$ cat src/verilog/fsr_params.svh
// Contract
// RULE1 - Basic mode: first status read floats bus
// RULE2 - Other modes: both status registers always readable
// RULE3 - Enhanced first status layout and reset values
// RULE4 - Alternate first status layout and reset values
// RULE5 - Alternate step latch set, cleared by reads/resets
// RULE6 - Enhanced second status layout, reads 0xc0 reset
// RULE7 - Enhanced read/write data toggle on inactive edges
// RULE8 - Motor and select mirrors survive software reset
// RULE9 - Alternate second status layout and reset values
// RULE10 - Write gate latch: set rising, cleared by read
// RULE11 - Data latches set on inactive edge, cleared by read
// RULE12 - Output register read/write, zero reset, survives soft reset
// RULE13 - Select bits decode binary, one drive at most
// RULE14 - Bit 2 low holds reset, minimum 100ns
// RULE15 - DMA enable gates DMA and interrupt pins
// RULE16 - Enhanced mode keeps DMA pins always enabled
// RULE17 - Bits 4 to 6 assert motor 0 to 2
// RULE18 - Bit 7 asserts motor 3
// RULE19 - Mode input selects basic, enhanced, alternate
`ifndef FSR_PARAMS_SVH
`define FSR_PARAMS_SVH

// Register offsets on the host address lines
`define FSR_OFS_FIRST_STATUS   3'h0
`define FSR_OFS_SECOND_STATUS  3'h1
`define FSR_OFS_DIGITAL_OUTPUT 3'h2

// Digital output register fields
`define FSR_DOR_SEL_LO    0
`define FSR_DOR_SEL_HI    1
`define FSR_DOR_SOFT_RST  2
`define FSR_DOR_DMA_EN    3
`define FSR_DOR_MOTOR_LO  4
`define FSR_DOR_MOTOR_HI  7
`define FSR_DOR_RESET     8'h00

// Constant ones in the enhanced second status register
`define FSR_SRB_ENH_ONES  2'h3

// Software reset timing
`define FSR_CLK_PERIOD_NS 50
`define FSR_SWRST_MIN_NS  100
`define FSR_SWRST_CYC     ((`FSR_SWRST_MIN_NS + `FSR_CLK_PERIOD_NS - 1) / `FSR_CLK_PERIOD_NS)
`define FSR_SWRST_CNT_W   3

`endif

$ cat src/verilog/fsr_pkg.sv
`default_nettype none
`include "fsr_params.svh"

package fsr_pkg;

  // Interface behaviour chosen by configuration logic
  typedef enum logic [1:0] {
    FSR_MODE_BASIC,
    FSR_MODE_ENHANCED,
    FSR_MODE_ALTERNATE
  } fsr_mode_type;

  // Drive-side input pins, all active low
  typedef struct packed {
    logic drv2_n;
    logic trk0_n;
    logic index_n;
    logic wp_n;
    logic rdata_n;
  } fsr_drive_in_type;

  // Controller core status, same clock as this block
  typedef struct packed {
    logic intr;
    logic dma_request;
    logic step;
    logic dir;
    logic head_side_select;
    logic write_gate;
    logic wdata_n;
  } fsr_core_type;

  // Complete state of the register bank
  typedef struct packed {
    logic [7:0]                  digital_output_control;
    logic                        step_latch;
    logic                        write_gate_latch;
    logic                        rdata_latch;
    logic                        wdata_latch;
    logic                        rdata_tog;
    logic                        wdata_tog;
    logic                        prev_step;
    logic                        prev_write_gate;
    logic                        prev_rdata_n;
    logic                        prev_wdata_n;
    logic                        prev_wr_n;
    logic [`FSR_SWRST_CNT_W-1:0] rst_cnt;
    logic [7:0]                  data_out;
    logic                        data_oe;
    logic [3:0]                  ds_n;
    logic [3:0]                  motor_n;
    logic                        dma_pins_en;
    logic                        soft_rst_n;
  } fsr_state_type;

endpackage

`default_nettype wire

$ cat src/verilog/fsr_regs.sv
`timescale 1ns/1ps
`default_nettype none
`include "fsr_params.svh"

// Status and output registers of the floppy controller
module fsr_regs (
  input  wire logic                      clock_in,
  input  wire logic                      rst_n_in,
  input  wire fsr_pkg::fsr_mode_type     mode_in,
  input  wire logic [2:0]                host_addr_in,
  input  wire logic                      host_rd_n_in,
  input  wire logic                      host_wr_n_in,
  input  wire logic [7:0]                host_data_in,
  output logic      [7:0]                host_data_out,
  output logic                           host_data_oe_out,
  input  wire fsr_pkg::fsr_drive_in_type drive_pins_in,
  input  wire fsr_pkg::fsr_core_type     core_in,
  input  wire logic                      dir_read_in,
  output logic                           drive_sel0_n_out,
  output logic                           drive_sel1_n_out,
  output logic      [3:0]                motor_on_n_out,
  output logic                           soft_reset_n_out,
  output logic                           dma_irq_enable_out,
  output logic                           dma_pins_enable_out
);
  import fsr_pkg::*;

  // Synchronised pin bundle: strobes, address, data, drive pins
  localparam int SYNC_W = 2 + 3 + 8 + 5;

  logic [SYNC_W-1:0]   sync_raw;     // Bundle before the synchroniser
  logic [SYNC_W-1:0]   sync_val;     // Bundle after the synchroniser
  logic                rd_n_s;       // Read strobe, synchronised
  logic                wr_n_s;       // Write strobe, synchronised
  logic [2:0]          addr_s;       // Address, synchronised
  logic [7:0]          wdat_s;       // Write data, synchronised
  fsr_drive_in_type    pins_s;       // Drive pins, synchronised
  fsr_state_type       st_q;         // Registered state
  fsr_state_type       st_d;         // Next state
  logic                wr_take;      // Write accepted this cycle
  logic                rd_act;       // Read strobe active
  logic                soft_rst;     // Software reset in force
  logic [7:0]          first_stat;   // First status register value
  logic [7:0]          second_stat;  // Second status register value
  logic [1:0]          sel;          // Next drive select number

  assign sync_raw = {host_rd_n_in, host_wr_n_in, host_addr_in, host_data_in, drive_pins_in};

  // All pins pass two flops; reset to ones keeps strobes idle
  fsr_sync #(
    .WIDTH   (SYNC_W),
    .RST_VAL ({SYNC_W{1'b1}})
  ) u_sync (
    .clock_in (clock_in),
    .rst_n_in (rst_n_in),
    .async_in (sync_raw),
    .sync_out (sync_val)
  );

  assign {rd_n_s, wr_n_s, addr_s, wdat_s, pins_s} = sync_val;

  // Write taken on the falling edge of the synchronised strobe
  assign wr_take  = st_q.prev_wr_n && !wr_n_s;
  assign rd_act   = !rd_n_s;
  assign soft_rst = !st_q.soft_rst_n;

  // First status register as each mode presents it
  // RULE19 mode input picks layout
  always_comb begin
    case (mode_in)
      // RULE4 alternate first layout
      FSR_MODE_ALTERNATE: begin
        first_stat = {core_in.intr, core_in.dma_request, st_q.step_latch, !pins_s.trk0_n,
                      !core_in.head_side_select, !pins_s.index_n, !pins_s.wp_n, !core_in.dir};
      end
      // RULE3 enhanced first layout
      default: begin
        first_stat = {core_in.intr, pins_s.drv2_n, core_in.step, pins_s.trk0_n,
                      core_in.head_side_select, pins_s.index_n, pins_s.wp_n, core_in.dir};
      end
    endcase
  end

  // Second status register as each mode presents it
  always_comb begin
    case (mode_in)
      // RULE9 alternate second layout
      FSR_MODE_ALTERNATE: begin
        second_stat = {pins_s.drv2_n, st_q.ds_n[1], st_q.ds_n[0], st_q.wdata_latch,
                       st_q.rdata_latch, st_q.write_gate_latch, st_q.ds_n[3], st_q.ds_n[2]};
      end
      // RULE6 enhanced second layout
      default: begin
        second_stat = {`FSR_SRB_ENH_ONES, st_q.digital_output_control[`FSR_DOR_SEL_LO], st_q.wdata_tog,
                       st_q.rdata_tog, core_in.write_gate, !st_q.motor_n[1], !st_q.motor_n[0]};
      end
    endcase
  end

  // Next-state logic for the whole bank
  always_comb begin
    st_d = st_q;
    st_d.prev_wr_n    = wr_n_s;
    st_d.prev_step    = core_in.step;
    st_d.prev_write_gate   = core_in.write_gate;
    st_d.prev_rdata_n = pins_s.rdata_n;
    st_d.prev_wdata_n = core_in.wdata_n;

    // RULE12 output register write
    if (wr_take && addr_s == `FSR_OFS_DIGITAL_OUTPUT) begin
      st_d.digital_output_control = wdat_s;
    end

    // RULE14 reset held, minimum length counted
    if (!st_d.digital_output_control[`FSR_DOR_SOFT_RST]) begin
      st_d.rst_cnt = `FSR_SWRST_CNT_W'(`FSR_SWRST_CYC);
    end else if (st_q.rst_cnt != '0) begin
      st_d.rst_cnt = st_q.rst_cnt - 1'b1;
    end
    st_d.soft_rst_n = st_d.digital_output_control[`FSR_DOR_SOFT_RST] && (st_q.rst_cnt <= 1);

    // RULE13 binary decode gated by motor bit
    sel = st_d.digital_output_control[`FSR_DOR_SEL_HI:`FSR_DOR_SEL_LO];
    for (int i = 0; i < 4; i++) begin
      st_d.ds_n[i] = !((sel == 2'(i)) && st_d.digital_output_control[`FSR_DOR_MOTOR_LO + i]);
    end

    // RULE17 motor 0 to 2 from bits 4 to 6
    // RULE18 motor 3 from bit 7
    st_d.motor_n = ~st_d.digital_output_control[`FSR_DOR_MOTOR_HI:`FSR_DOR_MOTOR_LO];

    // RULE15 DMA pins follow enable bit
    // RULE16 enhanced mode keeps them enabled
    st_d.dma_pins_en = (mode_in == FSR_MODE_ENHANCED) || st_d.digital_output_control[`FSR_DOR_DMA_EN];

    // RULE5 step latch: clears first, set wins
    if (dir_read_in || soft_rst) begin
      st_d.step_latch = 1'b0;
    end
    if (core_in.step && !st_q.prev_step) begin
      st_d.step_latch = 1'b1;
    end

    // RULE10 write gate latch; RULE11 data latches
    if (dir_read_in) begin
      st_d.write_gate_latch = 1'b0;
      st_d.rdata_latch = 1'b0;
      st_d.wdata_latch = 1'b0;
    end
    if (core_in.write_gate && !st_q.prev_write_gate) begin
      st_d.write_gate_latch = 1'b1;
    end
    // Write data is latched whether or not write gate is on
    if (pins_s.rdata_n && !st_q.prev_rdata_n) begin
      st_d.rdata_latch = 1'b1;
    end
    if (core_in.wdata_n && !st_q.prev_wdata_n) begin
      st_d.wdata_latch = 1'b1;
    end

    // RULE7 toggles on inactive edges
    if (pins_s.rdata_n && !st_q.prev_rdata_n) begin
      st_d.rdata_tog = !st_q.rdata_tog;
    end
    if (core_in.wdata_n && !st_q.prev_wdata_n) begin
      st_d.wdata_tog = !st_q.wdata_tog;
    end

    // Host read path; registered so outputs come from flops
    st_d.data_oe  = 1'b0;
    st_d.data_out = 8'h00;
    if (rd_act) begin
      case (addr_s)
        // RULE1 basic mode floats; RULE2 other modes answer
        `FSR_OFS_FIRST_STATUS: begin
          st_d.data_oe  = (mode_in != FSR_MODE_BASIC);
          st_d.data_out = first_stat;
        end
        `FSR_OFS_SECOND_STATUS: begin
          st_d.data_oe  = (mode_in != FSR_MODE_BASIC);
          st_d.data_out = second_stat;
        end
        `FSR_OFS_DIGITAL_OUTPUT: begin
          st_d.data_oe  = 1'b1;
          st_d.data_out = st_q.digital_output_control;
        end
        // Other offsets belong to other registers
        default: begin
          st_d.data_oe = 1'b0;
        end
      endcase
    end
  end

  // State register; software reset never touches the output register
  always_ff @(posedge clock_in or negedge rst_n_in) begin
    if (!rst_n_in) begin
      // RULE8 mirrors clear only on hardware reset
      st_q              <= '0;
      st_q.digital_output_control          <= `FSR_DOR_RESET;
      st_q.ds_n         <= 4'hf;
      st_q.motor_n      <= 4'hf;
      st_q.prev_wr_n    <= 1'b1;
      st_q.prev_rdata_n <= 1'b1;
      st_q.prev_wdata_n <= 1'b1;
    end else begin
      st_q <= st_d;
    end
  end

  // Outputs straight from the state flops
  assign host_data_out       = st_q.data_out;
  assign host_data_oe_out    = st_q.data_oe;
  assign drive_sel0_n_out    = st_q.ds_n[0];
  assign drive_sel1_n_out    = st_q.ds_n[1];
  assign motor_on_n_out      = st_q.motor_n;
  assign soft_reset_n_out    = st_q.soft_rst_n;
  assign dma_irq_enable_out  = st_q.digital_output_control[`FSR_DOR_DMA_EN];
  assign dma_pins_enable_out = st_q.dma_pins_en;

  // Helper views for the checks below
  logic [3:0] wdat_motor;
  logic       is_status_addr;
  assign wdat_motor     = wdat_s[`FSR_DOR_MOTOR_HI:`FSR_DOR_MOTOR_LO];
  assign is_status_addr = (addr_s == `FSR_OFS_FIRST_STATUS) ||
                          (addr_s == `FSR_OFS_SECOND_STATUS);
endmodule

`default_nettype wire

$ cat src/verilog/fsr_sync.sv
`timescale 1ns/1ps
`default_nettype none

// Two-stage synchroniser for pins from outside the clock domain
module fsr_sync #(
  parameter int               WIDTH   = 1,
  parameter logic [WIDTH-1:0] RST_VAL = '0
) (
  input  wire logic             clock_in,
  input  wire logic             rst_n_in,
  input  wire logic [WIDTH-1:0] async_in,
  output logic      [WIDTH-1:0] sync_out
);

  // Both stages; the first is read only by the second
  typedef struct packed {
    logic [WIDTH-1:0] s2;
    logic [WIDTH-1:0] s1;
  } fsr_sync_state_type;

  fsr_sync_state_type st_q;
  fsr_sync_state_type st_d;

  // Shift one stage per clock
  always_comb begin
    st_d.s1 = async_in;
    st_d.s2 = st_q.s1;
  end

  // Reset to the idle level so strobes look inactive
  always_ff @(posedge clock_in or negedge rst_n_in) begin
    if (!rst_n_in) begin
      st_q <= {RST_VAL, RST_VAL};
    end else begin
      st_q <= st_d;
    end
  end

  assign sync_out = st_q.s2;

endmodule

`default_nettype wire
$ cat config.mk
export PLATFORM = sky130hd
export DESIGN_NAME = fsr_regs
export DESIGN_NICKNAME = d
export VERILOG_FILES = /design/src/verilog/fsr_pkg.sv /design/src/verilog/fsr_regs.sv /design/src/verilog/fsr_sync.sv
export VERILOG_INCLUDE_DIRS = /design/src /design/src/verilog
export SDC_FILE = /design/constraint.sdc
export NUM_CORES = 1
export LEC_CHECK = 0
export BUFFER_PORTS_ARGS = -buffer_cell sky130_fd_sc_hd__buf_4
export CORE_MARGIN = 2
export CORE_UTILIZATION = 55
export CTS_CLUSTER_SIZE = 28
export DETAILED_ROUTE_END_ITERATION = 12
export MAX_ROUTING_LAYER = met4
export PLACE_DENSITY = 0.78
export SYNTH_ARGS = -nofsm -noshare
export SYNTH_HDL_FRONTEND = slang
export SYNTH_SLANG_ARGS = --single-unit
$ cat constraint.sdc
create_clock -name clock_in -period 2.2 [get_ports clock_in]
set_clock_uncertainty 0.15 [all_clocks]
set_input_delay 0 -clock clock_in [delete_from_list [all_inputs] [get_ports clock_in]]
set_output_delay 0 -clock clock_in [all_outputs]
set_load 0.005 [all_outputs]
# Yosys cells after proc, flatten, opt, wreduce, memory -nomap -nowiden

Cells that the tools add are included.

$add $sub $neg: 1
$mul: 0
Div/mod/pow operators: 0
Magnitude comparators: 1
Equality and inequality tests: 8
Shift-type cells: 0
Muxes and demuxes: 14
Bitwise gates (word level): 1
Reductions and logical operators: 41

Operators by type and width:

| kind                  | count |
|---|---|
| $pmux W8 S3           | 1 |
| $logic_not A1 Y1      | 19 |
| $mux W8               | 2 |
| $logic_and A1 B1 Y1   | 11 |
| $reduce_bool A2 Y1    | 5 |
| $mux W3               | 3 |
| $mux W9               | 1 |
| $mux W7               | 1 |
| $eq A2 B2 Y1 const B  | 3 |
| $mux W1               | 5 |
| $eq A2 B1 Y1 const B  | 2 |
| $not A4 Y4            | 1 |
| $eq A3 B1 Y1 const B  | 1 |
| $eq A3 B2 Y1 const B  | 1 |
| $le A3 B1 Y1 const B  | 1 |
| $logic_not A3 Y1      | 1 |
| $reduce_bool A3 Y1    | 1 |
| $sub A3 B1 Y3 const B | 1 |
| $logic_not A2 Y1      | 1 |
| $logic_or A1 B1 Y1    | 2 |
| $ne A2 B1 Y1 const B  | 1 |
| $pmux W1 S2           | 1 |
| $reduce_or A2 Y1      | 1 |

Register bits: 77
Latch bits: 0
Bits in writable memories: 0
ROM bits: 0
Output and inout port bits: 18
Memories kept: 0

# Longest topological paths before layout

Depth in word-level cells: 7
Gate-level depth with buffers: 7
Gate-level depth less buffers: 6

# Hierarchy

Synthesis repeated with hierarchy kept, for this count alone.

Cell total of the unflattened synthesis: 202
Area total of the unflattened synthesis: 2813.9 um^2

Modules (own cells, without submodules):

| module   | instances | cells each | area an instance (um^2) | sequential area each (um^2) |
|---|---|---|---|---|
| fsr_regs | 1         | 166        | 1868.0                  | 1039.7 |
| fsr_sync | 1         | 36         | 945.9                   | 945.9 |

# Worst setup path after synthesis

OpenSTA, ideal clock, no wires.

Path type: register to register
Start point: register u_sync.st_q, in the netlist u_sync.sync_out[14]
End point: register st_q, in the netlist dma_pins_enable_out
Arrival time: 1447 ps
Required time: 1932 ps
Setup slack: 485 ps
Cell stages (with the launch flop): 6
Path buffers: 1
Period minus slack after synthesis: 1715 ps
Cells stage by stage: dfstp_2 > nor2b_4 > and3_1 > buf_4 > mux2_1 > a21o_1

RTL lines:

| item                     | RTL line        | text |
|---|---|---|
| start: declaration       | fsr_sync.sv:21  | `fsr_sync_state_type st_q;` |
| start signal: assignment | fsr_sync.sv:33  | `st_q <= {RST_VAL, RST_VAL};` |
| start signal: assignment | fsr_sync.sv:35  | `st_q <= st_d;` |
| end signal: assignment   | fsr_regs.sv:207 | `st_q <= st_d;` |
| end: declaration         | fsr_regs.sv:38  | `fsr_state_type st_q;` |

# Worst setup path in the final report

Start point: register u_sync.st_q, in the netlist u_sync.sync_out[14]
End point: register st_q[34] in the netlist's numbering

Longest elaborated chain between the ends: 3

RTL lines:

| item                          | RTL line        | text |
|---|---|---|
| $eq A3 B2 Y1                  | --              |  |
| $logic_and A1 B1 Y1 (no line) | --              |  |
| $mux W8                       | fsr_regs.sv:110 | `` if (wr_take && addr_s == `FSR_OFS_DIGITAL_OUTPUT) begin `` |
| named net sel[1]              | fsr_regs.sv:45  | `logic [1:0] sel;` |

The timed path passes the listed nets, and every way through them passes these cells.
A chain may end at the register's enable or synchronous reset.

==> results.yml <==
outcome:
  status: "finished, final reports clean"
route:
  first_pass_iters: 4
  drc: 0
  drt_iter0_markers: 104
  postRouteAntennaNets: 0
  vias_per_cell: 4.755
  wl_per_cell_um: 13.32
  wl_um: 4676
  num_vias: 1669
synthesis:
  synth_ff_type: "dfstp_2"
  synth_top_family_by_area: "simple AND/OR/NAND/NOR gates"
  syn-cell-area_um2: 2813
  synth_cell_types: 38
  synthCells: 206
  seq_area_frac_synth: 0.7060
  async_flop_share: 1.000
  synth_area_leaders: "dfstp_2 (44%), dfrtp_1 (27%), mux2i_1 (3.9%)"
  synth_most_common_cell: "dfstp_2"
  syn_avg_cell_area_um2: 13.65
  synth_top_cell_area_share: 0.4391
  synth-seq-cells: 77
  ys.warnings.count: 0
  yosys.area_share.simple: 0.07740
  synth_nets: 238
  yosys.area.top_type: "dfstp_2"
  synth_compound_area_frac: 0.06450
  synth-xor-area-share: 0.01557
  synth_adder_area_share: 0.008897
  ys_top_cells_by_count: "dfstp_2 (47), dfrtp_1 (30), nor2_1 (17)"
  synth_edf_count: 0
  synthMuxAreaShare: 0.05916
die:
  row_count: 26
  die_y_um: 75.51
  num_io_pins: 48
  initial_utilization: 0.5614
  die_w_um: 75.51
  dieArea_um2: 5702
  core_area_um2: 5010
clock_network:
  cts_inserted_buffers: 9
  htreeDepth: 3
  cts_buffer_depth: 2
  cts_tree: "built"
  cts.sinks: 77
  clk_latency_ns: 0.34
  clk_pin_slew_worst_paths_ns: 0.08
  cts-root-buf: "clkbuf_8"
  postCtsSetupRepairBufs: 0
timing:
  setup_violations: 0
  grt_setup_unrepaired: "no"
  tns_ns: 0
  tightest_slew_ns: 0.8848
  whs_ns: 0.08193
  fin_crit_sh: 0.8344
  maxClockFrequency_ghz: 0.5447
  hold_violations: 0
  drv_slew: 0
  min_period_ns: 1.836
  relSlewSlack: 0.4101
setup_path:
  crit_type: "register to register"
  start_kind: "register"
  required_ns: 2.27
  worstPathArrival_ns: 1.91
  cp_max_fo: 14
  endpoint_kind: "register"
global_routing:
  grt_pass1_wl_um: 7521
  grt_usage: 0.1913
  antenna_found_initial: 0
  grt_pass1_vias: 1593
  gr-total-overflow: 0
  grt_max_degree: 78
power:
  vdd_drop_max_mv: 0.5241
  power_density_nw_per_um2: 902.4
  power_leakage_uw: 0.001643
  p_total_uw: 3280
place:
  place_congestion: 0.7828
  port-buffer-count: 47
  place_hpwl_um: 3055
final_layout:
  finalNetCount: 308
  final_util: 0.7255
  diodes: 0
  nFillCells: 353
  area_growth_pct: 29.23
  drive_gt1_frac: 0.4128
run:
  maxCapViolations: 0
hold_path:
  hold_path_class: "input port to register"
[layout make-up]
cell class | count | area [um2] | area share
Clock buffer | 12 | 156.4 | 0.04303
Timing Repair Buffer | 78 | 655.6 | 0.1804
Tap cell | 70 | 87.58 | 0.02410
Multi-Input combinational cell | 94 | 634.4 | 0.1745
Sequential cell | 77 | 1986 | 0.5463
Clock inverter | 4 | 55.05 | 0.01515
Inverter | 16 | 60.06 | 0.01652
[layer usage]
| metal | part of all wire | track usage |
|---|---|---|
| met5 | 0 | - |
| met2 | 0.50 | 0.2889 |
| met4 | 0.019 | 0.09162 |
| met3 | 0.042 | 0.05026 |
| met1 | 0.44 | 0.2424 |
[worst max-delay path: stages, from the launching register on]
cell	delay, ns
dfstp_2	0.53
nor2b_4	0.20
and3_1	0.25
buf_4	0.23
mux2_2	0.36
[where the power goes]
part | switching (uW) | internal, uW | total, uW
Clock | 482 | 597 | 1080
Combinational | 206 | 252 | 458
Sequential | 114 | 1630 | 1740
[worst paths after layout]
| path | startpoint | endpoint | slack (ns) | depth (start not counted) |
|---|---|---|---|---|
| worst max register to register | u_sync.sync_out[14]$_DFF_PN1_ | st_q[34]$_DFF_PN0_ | 0.36 | 4 |
| max in group asynchronous | rst_n_in | dma_irq_enable_out$_DFF_PN0_ | 1.15 | 2 |
| worst max-delay path | u_sync.sync_out[14]$_DFF_PN1_ | st_q[34]$_DFF_PN0_ | 0.36 | 4 |
| worst min-delay path | core_in[5] | host_data_out[6]$_DFF_PN0_ | 0.08 | 4 |
| worst min register to register | u_sync.st_d[30]$_DFF_PN1_ | u_sync.sync_out[12]$_DFF_PN1_ | 0.21 | 0 |
| min in group asynchronous | rst_n_in | st_q[28]$_DFFE_PN0P_ | 0.17 | 2 |
[registers in the layout (all words and copies together) (netlist names)]
register             count
drive_sel0_n_out         1
u_sync.st_d             18
soft_reset_n_out         1
st_q                    23
dma_irq_enable_out       1
host_data_oe_out         1
host_data_out            8
drive_sel1_n_out         1
u_sync.sync_out         18
motor_on_n_out           4
dma_pins_enable_out      1
[layout by cell type (no fill, tap or decap), types with 2 or more instances in the layout]
master,netlist,routed
clkbuf_8,0,9
buf_4,14,50
a21oi_1,4,4
nor3_1,7,7
mux2_2,2,2
a221oi_1,3,3
clkbuf_1,3,2
a211oi_1,2,2
a41oi_1,2,2
nand2b_1,3,3
o21ai_0,8,8
dfstp_2,47,47
inv_1,16,16
nor2_1,17,17
dlygate4sd3_1,0,28
nand3_1,3,3
mux2i_1,11,11
nand2_1,8,8
xnor2_1,4,4
dfrtp_1,30,30
ha_1,2,2
o32ai_1,2,2
clkinv_4,0,2
[stage by stage]
step	worst slack [ns]	area, um2	std cells
floorplan	0.4847	2813	206
finish	0.3642	3635	351
global route	0.2707	3635	351
detailed placement	0.3927	3143	307
CTS	0.3770	3635	351
global placement	0.4295	3143	307
[repair_timing]
item / CTS / global route
hold buffers: 28 / 0
hold endpoints to repair: 62 / 0
resized for setup: 0 / 0
[cells by family (layout without fill, tap and decap cells)]
| kind of cell | after synthesis | after routing |
|---|---|---|
| adder cells (fa/ha/maj) | 2 | 2 |
| AND/OR/NAND/NOR | 45 | 45 |
| buffers and inverters | 35 | 110 |
| AO/OA/AOI/OAI | 27 | 27 |
| flip-flops | 77 | 77 |
| XOR/XNOR | 5 | 5 |
| multiplexers | 15 | 15 |
No activity file was read; power rests on OpenSTA's default activity.
